==> config.mk <==
export PLATFORM = sky130hd
export DESIGN_NAME = dtpm_top
export DESIGN_NICKNAME = d
export VERILOG_FILES = /design/src/common/dtpm_pkg.sv /design/src/design/dtpm_top.sv
export SDC_FILE = /design/constraint.sdc
export NUM_CORES = 1
export LEC_CHECK = 0
export ABC_AREA = 1
export ABC_CLOCK_PERIOD_IN_PS = 2700
export BUFFER_PORTS_ARGS = -buffer_cell sky130_fd_sc_hd__buf_2
export CAP_MARGIN = 0
export CORE_MARGIN = 4
export CORE_UTILIZATION = 30
export CTS_CLUSTER_DIAMETER = 120
export DETAILED_ROUTE_END_ITERATION = 8
export SKIP_LAST_GASP = 1
export SYNTH_ARGS = -nofsm -noshare
export SYNTH_HDL_FRONTEND = slang
export SYNTH_SLANG_ARGS = --single-unit
==> constraint.sdc <==
create_clock -name clk_i -period 2.7 [get_ports clk_i]
set_input_delay 0.405 -clock clk_i [delete_from_list [all_inputs] [get_ports clk_i]]
set_output_delay 0.405 -clock clk_i [all_outputs]
set_load 0.005 [all_outputs]
==> src/common/dtpm_pkg.sv <==
// package for the dual timer with pulse measurement
package dtpm_pkg;
  // ====================================================
  // register map (byte addresses, one word each, stride per timer)
  localparam logic [11:0] DTPM_OFS_START = 12'h000;
  localparam logic [11:0] DTPM_OFS_OVF = 12'h004;
  localparam logic [11:0] DTPM_OFS_MODE0 = 12'h010;
  localparam logic [11:0] DTPM_OFS_DATA0 = 12'h014;
  localparam logic [11:0] DTPM_STRIDE = 12'h010;
  localparam int DTPM_NTIMER = 2;
  localparam int DTPM_W = 16;
  // ====================================================
  // mode register fields
  localparam int DTPM_F_MODE_LO = 0;
  localparam int DTPM_F_EDGE_LO = 2;
  localparam int DTPM_F_MSEL = 4;
  localparam int DTPM_F_SRC = 5;
  localparam int DTPM_F_CKS_LO = 6;
  localparam logic [7:0] DTPM_MODE_RST = 8'h00;
  localparam logic [15:0] DTPM_CNT_RST = 16'hffff;
  // ====================================================
  // prescaler ratios
  localparam int DTPM_DIV8 = 8;
  localparam int DTPM_DIV32 = 32;
  localparam int DTPM_SUBDIV = 32;

  typedef enum logic [1:0] {
    DTPM_TIMER = 2'h0,
    DTPM_EVENT = 2'h1,
    DTPM_MEASURE = 2'h2,
    DTPM_RSVD = 2'h3
  } dtpm_mode_e;

  typedef struct packed {
    logic [1:0] cks;
    logic src;
    logic msel;
    logic [1:0] edge_sel;
    dtpm_mode_e mode;
  } dtpm_mode_s;

  typedef enum logic [2:0] {
    DTPM_MS_IDLE = 3'b001,
    DTPM_MS_FIRST = 3'b010,
    DTPM_MS_RUN = 3'b100
  } dtpm_ms_e;
endpackage : dtpm_pkg

==> src/design/dtpm_top.sv <==
// dual 16-bit timer with timer, event counter and pulse measurement modes
//
// Behaviour
// - timer mode counts down on selected clock
// - underflow reloads counter, counting continues
// - underflow rate is source over n+1
// - count only while start flag set
// - underflow raises the interrupt request
// - stopped write loads reload and counter
// - running write loads reload only
// - data read returns live counter
// - event mode counts selected pin edges
// - event mode may count other timer overflow
// - measure mode counts up on internal clock
// - measure edge captures count unless a data write hits that cycle, restarts at zero
// - measure edge interrupts, except first edge
// - up overflow interrupts and sets overflow flag
// - mode write while started clears overflow
// - measure read returns captured value
// - capture undefined before second edge
// - measure mode ignores data writes
// - two timers, mode in bits 1:0
`timescale 1ns/100ps
`default_nettype none
module dtpm_top
  import dtpm_pkg::*;
#(
  parameter int NT = dtpm_pkg::DTPM_NTIMER
) (
  // clock and reset
  input wire logic clk_i,
  input wire logic rst_n_i,
  // apb slave
  input wire logic psel_i,
  input wire logic penable_i,
  input wire logic pwrite_i,
  input wire logic [11:0] paddr_i,
  input wire logic [31:0] pwdata_i,
  output logic [31:0] prdata_o,
  output logic pready_o,
  output logic pslverr_o,
  // sub clock divide-by-32 tick and timer input pins
  input wire logic subclk_div_thirtytwo_i,
  input wire logic [NT-1:0] timer_input_pin_i,
  // interrupt requests, one-cycle pulses
  output logic [NT-1:0] irq_o,
  // external overflow sources for event mode
  input wire logic [NT-1:0] ext_ovf_i
);
  import dtpm_pkg::*;

  // ====================================================
  // shared prescaler
  logic [4:0] pre;
  logic [4:0] next_pre;
  logic clk_div_eight;
  logic clk_div_thirtytwo;
  logic clk_undivided;
  always_comb begin
    next_pre = pre + 5'h01;
  end
  always_ff @(posedge clk_i or negedge rst_n_i) begin
    if (!rst_n_i) begin
      pre <= 5'h00;
    end else begin
      pre <= next_pre;
    end
  end
  assign clk_undivided = 1'b1;
  assign clk_div_eight = (pre[2:0] == 3'(DTPM_DIV8 - 1));
  assign clk_div_thirtytwo = (pre == 5'(DTPM_DIV32 - 1));

  // ====================================================
  // apb decode
  logic acc;
  logic wr;
  logic [NT-1:0] start;
  logic [NT-1:0] next_start;
  logic [NT-1:0] ovf;
  logic [NT-1:0] next_ovf;
  logic [NT-1:0] sel_mode;
  logic [NT-1:0] sel_data;
  logic [DTPM_W-1:0] rd_val [NT];
  dtpm_mode_s mreg [NT];
  logic [31:0] next_prdata;
  logic next_slverr;
  logic [NT-1:0] uflow;
  logic [NT-1:0] next_irq;
  assign acc = psel_i & penable_i & ~pready_o;
  assign wr = acc & pwrite_i;

  always_comb begin
    next_prdata = 32'h0000_0000;
    next_slverr = 1'b0;
    sel_mode = '0;
    sel_data = '0;
    if (paddr_i == DTPM_OFS_START) begin
      next_prdata = 32'(start);
    end else if (paddr_i == DTPM_OFS_OVF) begin
      next_prdata = 32'(ovf);
    end else begin
      next_slverr = 1'b1;
      for (int k = 0; k < NT; k++) begin
        if (paddr_i == DTPM_OFS_MODE0 + 12'(k) * DTPM_STRIDE) begin
          sel_mode[k] = 1'b1;
          next_prdata = 32'(mreg[k]);
          next_slverr = 1'b0;
        end else if (paddr_i == DTPM_OFS_DATA0 + 12'(k) * DTPM_STRIDE) begin
          sel_data[k] = 1'b1;
          next_prdata = 32'(rd_val[k]);
          next_slverr = 1'b0;
        end
      end
    end
    next_start = start;
    if (wr && paddr_i == DTPM_OFS_START) begin
      next_start = pwdata_i[NT-1:0];
    end
  end

  // ====================================================
  // per-timer logic
  for (genvar g = 0; g < NT; g++) begin : g_tmr
    logic [DTPM_W-1:0] cnt;
    logic [DTPM_W-1:0] next_cnt;
    logic [DTPM_W-1:0] rld;
    logic [DTPM_W-1:0] next_rld;
    dtpm_mode_s next_m;
    dtpm_ms_e ms;
    dtpm_ms_e next_ms;
    logic pin_q;
    logic pin_qq;
    logic rise;
    logic fall;
    logic pin_edge;
    logic meas_edge;
    logic tick;
    logic ev_tick;
    logic next_uf;
    logic next_ov;
    logic ovsrc;

    // pin sampled into pin_q; second register pin_qq gives edge history
    always_ff @(posedge clk_i or negedge rst_n_i) begin
      if (!rst_n_i) begin
        pin_q <= 1'b0;
        pin_qq <= 1'b0;
      end else begin
        pin_q <= timer_input_pin_i[g];
        pin_qq <= pin_q;
      end
    end
    assign rise = pin_q & ~pin_qq;
    assign fall = ~pin_q & pin_qq;

    always_comb begin
      // internal count clock choice
      case (mreg[g].cks)
        2'h0: tick = clk_undivided;
        2'h1: tick = clk_div_eight;
        2'h2: tick = clk_div_thirtytwo;
        default: tick = subclk_div_thirtytwo_i;
      endcase
      // edge select: 0 rising, 1 falling, 2/3 both
      case (mreg[g].edge_sel)
        2'h0: pin_edge = rise;
        2'h1: pin_edge = fall;
        default: pin_edge = rise | fall;
      endcase
      // other timer overflow source, ring order
      ovsrc = (NT > 1) ? uflow[(g + NT - 1) % NT] : ext_ovf_i[g];
      ev_tick = mreg[g].src ? (ovsrc | ext_ovf_i[g]) : pin_edge;
      // msel 0 period (falling edges), 1 width (both edges)
      meas_edge = mreg[g].msel ? (rise | fall) : fall;
    end

    always_comb begin
      next_cnt = cnt;
      next_rld = rld;
      next_m = mreg[g];
      next_ms = ms;
      next_uf = 1'b0;
      next_ov = 1'b0;
      next_irq[g] = 1'b0;
      if (wr && sel_mode[g]) begin
        next_m = dtpm_mode_s'(pwdata_i[7:0]);
      end
      if (mreg[g].mode == DTPM_MEASURE) begin
        // capture register holds result; writes dropped
        if (!start[g]) begin
          next_ms = DTPM_MS_IDLE;
        end else begin
          if (tick) begin
            next_cnt = cnt + 16'h0001;
            if (cnt == 16'hffff) begin
              next_ov = 1'b1;
              next_irq[g] = 1'b1;
            end
          end
          if (meas_edge) begin
            next_rld = cnt;
            next_cnt = 16'h0000;
            case (ms)
              DTPM_MS_IDLE: next_ms = DTPM_MS_FIRST;
              default: begin
                next_ms = DTPM_MS_RUN;
                next_irq[g] = 1'b1;
              end
            endcase
          end
        end
      end else begin
        next_ms = DTPM_MS_IDLE;
        if (wr && sel_data[g]) begin
          next_rld = pwdata_i[15:0];
          if (!start[g]) begin
            next_cnt = pwdata_i[15:0];
          end
        end
        if (start[g] && ((mreg[g].mode == DTPM_EVENT) ? ev_tick : tick)) begin
          if (cnt == 16'h0000) begin
            next_cnt = next_rld;
            next_uf = 1'b1;
            next_irq[g] = 1'b1;
          end else begin
            next_cnt = cnt - 16'h0001;
          end
        end
      end
      // set wins over the clear on the overflow flag
      if (next_ov) begin
        next_ovf[g] = 1'b1;
      end else if (wr && sel_mode[g] && start[g]) begin
        next_ovf[g] = 1'b0;
      end else begin
        next_ovf[g] = ovf[g];
      end
    end
    assign rd_val[g] = (mreg[g].mode == DTPM_MEASURE) ? rld : cnt;

    always_ff @(posedge clk_i or negedge rst_n_i) begin
      if (!rst_n_i) begin
        cnt <= DTPM_CNT_RST;
        rld <= DTPM_CNT_RST;
        mreg[g] <= dtpm_mode_s'(DTPM_MODE_RST);
        ms <= DTPM_MS_IDLE;
        uflow[g] <= 1'b0;
      end else begin
        cnt <= next_cnt;
        rld <= (wr && sel_data[g] && mreg[g].mode == DTPM_MEASURE) ? rld : next_rld;
        mreg[g] <= next_m;
        ms <= next_ms;
        uflow[g] <= next_uf;
      end
    end
  end

  // ====================================================
  // shared registers and bus outputs
  always_ff @(posedge clk_i or negedge rst_n_i) begin
    if (!rst_n_i) begin
      start <= '0;
      ovf <= '0;
      irq_o <= '0;
      prdata_o <= 32'h0000_0000;
      pready_o <= 1'b0;
      pslverr_o <= 1'b0;
    end else begin
      start <= next_start;
      ovf <= next_ovf;
      irq_o <= next_irq;
      pready_o <= acc;
      prdata_o <= acc ? next_prdata : 32'h0000_0000;
      pslverr_o <= acc & next_slverr;
    end
  end
endmodule : dtpm_top
`default_nettype wire

==> impl_metrics.csv <==
group,metric,value,unit
sta,rsz0062_at_grt,"no",
drt,drt-pass1-iter-count,7,
drt,vias,9596,
cts,cts.sinks,121,
logic_synthesis,synth_area_leaders,"dfstp_2 18%, nand2_1 16%, dfrtp_1 14%",
cts,cts.reportedPaths.clkPinSlew,60,ps
sta,slew_violations,0,
sta,min_period,2397,ps
sta,hold_violations,0,
logic_synthesis,synth_cell_type_count,54,
logic_synthesis,synth_area,0.009530,sq mm
worst_setup_path,max_stage_delay,370,ps
worst_setup_path,cpMaxStageDelayCell,"dfrtp_1",
global_route,grt_most_used_layer,"met2",
final_layout,fillCellCount,3326,
final_layout,multi_input_area,0.005456,sq mm
global_route,grtUsageMet2,0.3007,
logic_synthesis,synth_top_area_cell,"dfstp_2",
placed_design,gp_congestion,0.9592,
power_and_ir_drop,pwr-share-comb,0.095,
worst_setup_path,arrival,2750,ps
global_route,grt_pass1_wl,49610,microns
worst_setup_path,cp_cell_sequence,"ha_1 > and3_1 > ha_1 > inv_1 > nand2_1 > nand3_1 > nand2_2 > nand2_4 > nand3_2 > nand3_2 > nor2_1 > a21oi_2",
worst_setup_path,critPathMaxFanout,16,
floorplan,start_util,0.3075,
logic_synthesis,synth_edf_count,0,
power_and_ir_drop,power_frac_clock,0.505,
global_route,met1_usage,0.2510,
logic_synthesis,synth_most_common_cell,"nand2_1",
global_route,use_met3,0.02723,
drt,wl,31790,microns
placed_design,place_ws,330.4,ps
power_and_ir_drop,p_per_area,449.3,mW/mm^2
logic_synthesis,synth_top_area_share,0.1820,
floorplan,ioPinCount,90,
final_layout,register_area,0.003110,sq mm
worst_hold_path,min_path_type,"input port to register",
drt,drcViolationCount,0,
final_layout,syn2layout_area_growth,13.55,%
worst_setup_path,worst_setup_path_start_kind,"register",
power_and_ir_drop,ir_worst_vdd,0.2980,mV
floorplan,die_h,186.2,microns
floorplan,rows,64,
worst_setup_path,path_buf_inv,1,
power_and_ir_drop,seqPwrFrac,0.399,
sta,max_slew_margin,0.5941,
worst_setup_path,cp-end-kind,"register",
placed_design,io_buffers,57,
cts,clock_path_buffers,2,
drt,detail_route.iter0.violations,944,
power_and_ir_drop,p_sw_frac,0.2803,
sta,finClkSkew,10.62,ps
floorplan,die_w,186.2,microns
power_and_ir_drop,power_leakage,0.004715,uW
logic_synthesis,avgSynthCellArea,6.716,sq um
logic_synthesis,ys.flop_type,"dfstp_2",
sta,fmax,417.2,MHz
global_route,grt_pass1_vias,8880,
power_and_ir_drop,switchingPower,1363,uW
logic_synthesis,yosys-top-cells-count,"411 x nand2_1, 159 x nor2_1, 130 x inv_1, 118 x nand3_1, 97 x o21ai_0",
worst_setup_path,critical_path_required,3050,ps
sta,setup_viol,0,
placed_design,dp_hpwl,24050,microns
final_layout,drive_gt1_frac,0.1862,
sta,post-route-period-util,0.8878,
power_and_ir_drop,total_power,4863,uW
cts,root_buffer,"clkbuf_16",
cts,cts_tree,"yes",
sta,setup_tns,0,ps
drt,final_antenna_net_count,0,
global_route,grt_max_degree,51,
global_route,track_usage,0.1824,
final_layout,nNetsFinal,1531,
final_layout,n_antenna_cell,0,
worst_setup_path,path_class,"register to register",
global_route,grt.overflow.total,0,
job,drv_cap,0,
cts,cts_made_buffers,17,
drt,vias_per_cell,5.123,
final_layout,final_util,0.3492,
logic_synthesis,async_flop_share,1.000,
final_layout,final_cell_count_no_fill,1873,
cts,cts_setup_buffers,0,
sta,worst_slew_pin_slew,607.2,ps
floorplan,core,0.03099,sq mm
logic_synthesis,ys_seq_elements,121,
worst_setup_path,cp_top_family,"simple AND/OR/NAND/NOR gates",
cts,htree_levels,4,
floorplan,dieArea,0.03468,sq mm
placed_design,dp_cells,1840,
cts,clk_latency,440,ps
sta,layout_setup_ws,302.9,ps
logic_synthesis,synth-seq-area-share,0.3264,
drt,routedWlPerCell,16.97,microns
power_and_ir_drop,power.internal,3500,uW
global_route,antenna_found_initial,0,
logic_synthesis,synth_warnings,0,
outcome,status,"finished, final reports clean",
logic_synthesis,netlist_instances,1419,
## flip-flops by register name, summed over array words and instances, names as in the netlist
register      cells
g_tmr.cnt        32
g_tmr.rld        32
mreg             16
prdata_o         16
g_tmr.ms          6
pre               5
g_tmr.ovsrc       2
g_tmr.pin_q       2
g_tmr.pin_qq      2
irq_o             2
ovf               2
start             2
pready_o          1
pslverr_o         1
## logic make-up (layout without fill, tap and decap cells)
logic type | Yosys count | after routing | share of synthesized area
and+or+nand+nor | 809 | 809 | 0.3832
AOI/OAI and AO/OA | 228 | 228 | 0.1439
buffers and inverters | 223 | 266 | 0.1070
DFF | 121 | 121 | 0.3264
xor gates and xnor gates | 24 | 24 | 0.02206
adders and majority gates | 13 | 13 | 0.01707
other | 1 | 16 | 0.0003935
## layout by cell type, fill, tap and decap left out, types with 3 or more instances in the layout
master,count
a211oi_1,13
a21oi_1,45
a21oi_2,14
a41oi_1,6
buf_12,4
buf_2,56
buf_4,32
bufinv_16,3
clkbuf_16,17
clkinv_4,4
conb_1,16
dfrtp_1,55
dfstp_2,66
ha_1,13
inv_1,130
inv_2,9
inv_6,4
nand2_1,411
nand2_2,9
nand2_4,5
nand3_1,118
nand3_2,5
nand3b_1,3
nand4_1,29
nor2_1,159
nor2_2,16
nor2_4,11
nor2_8,3
nor3_1,28
o211ai_1,24
o21ai_0,97
o21ai_1,16
o21ai_2,3
xor2_1,23
## routing by layer
| metal | part of all wire | wire, microns | vias to the layer above |
|---|---|---|---|
| met1 | 0.44 | 14140 | 4524 |
| met2 | 0.48 | 15160 | 340 |
| met3 | 0.059 | 1876 | 38 |
| met5 | 0 | 0 | - |
| li1 | - | - | 4694 |
| met4 | 0.020 | 620 | 0 |
## timing repair
action / in CTS / in global routing
hold buffers: 1 / 0
endpoints found under the hold margin: 35 / 0
resized for setup: 0 / 0
## metrics by stage
step	hold slack [ps]	area, sq um
2_1_floorplan	109.4	9587
3_3_place_gp	422.5	10190
3_5_place_dp	423.2	10190
4_1_cts	60.89	10820
5_1_grt	57.38	10820
6_report	74.51	10820
## area by class of cell
cell class,count,share of cell area
Tap cell,396,0.04579
Multi-Input combinational cell,1090,0.5042
Clock inverter,14,0.01734
Inverter,141,0.04914
Clock buffer,18,0.03966
Timing Repair Buffer,93,0.05642
Sequential cell,121,0.2874
## worst reg2reg max path: cells and delay by family (launching register included)
kind | cells | cell delay [ps]
compound gates | 1 | 70
flops | 1 | 370
buf+inv | 1 | 60
simple gates | 8 | 1490
fa+ha+maj | 2 | 330
## power groups by stage
stage | registers (uW) | clock network, uW | logic, uW
global route | 1950 | 2560 | 520
CTS | 1940 | 2490 | 462
global placement | 1970 | 0 | 457
floorplan | 1920 | 0 | 331
finish | 1940 | 2460 | 464
detailed placement | 1970 | 0 | 458
## worst paths after layout
path / cells after the start / to / slack [ps] / start
setup / recovery: 12 / g_tmr[0].cnt[11] / 300 / pre[0]
hold / removal: 1 / g_tmr[0].pin_q / 70 / timer_input_pin_i[0]
setup reg to reg: 12 / g_tmr[0].cnt[11] / 300 / pre[0]
hold reg to reg: 0 / g_tmr[1].pin_qq / 440 / g_tmr[1].pin_q
max in group asynchronous: 3 / g_tmr[1].ms[0] / 1410 / rst_n_i
min in group asynchronous: 2 / mreg[12] / 530 / rst_n_i
(Power assumes the default switching activity.)
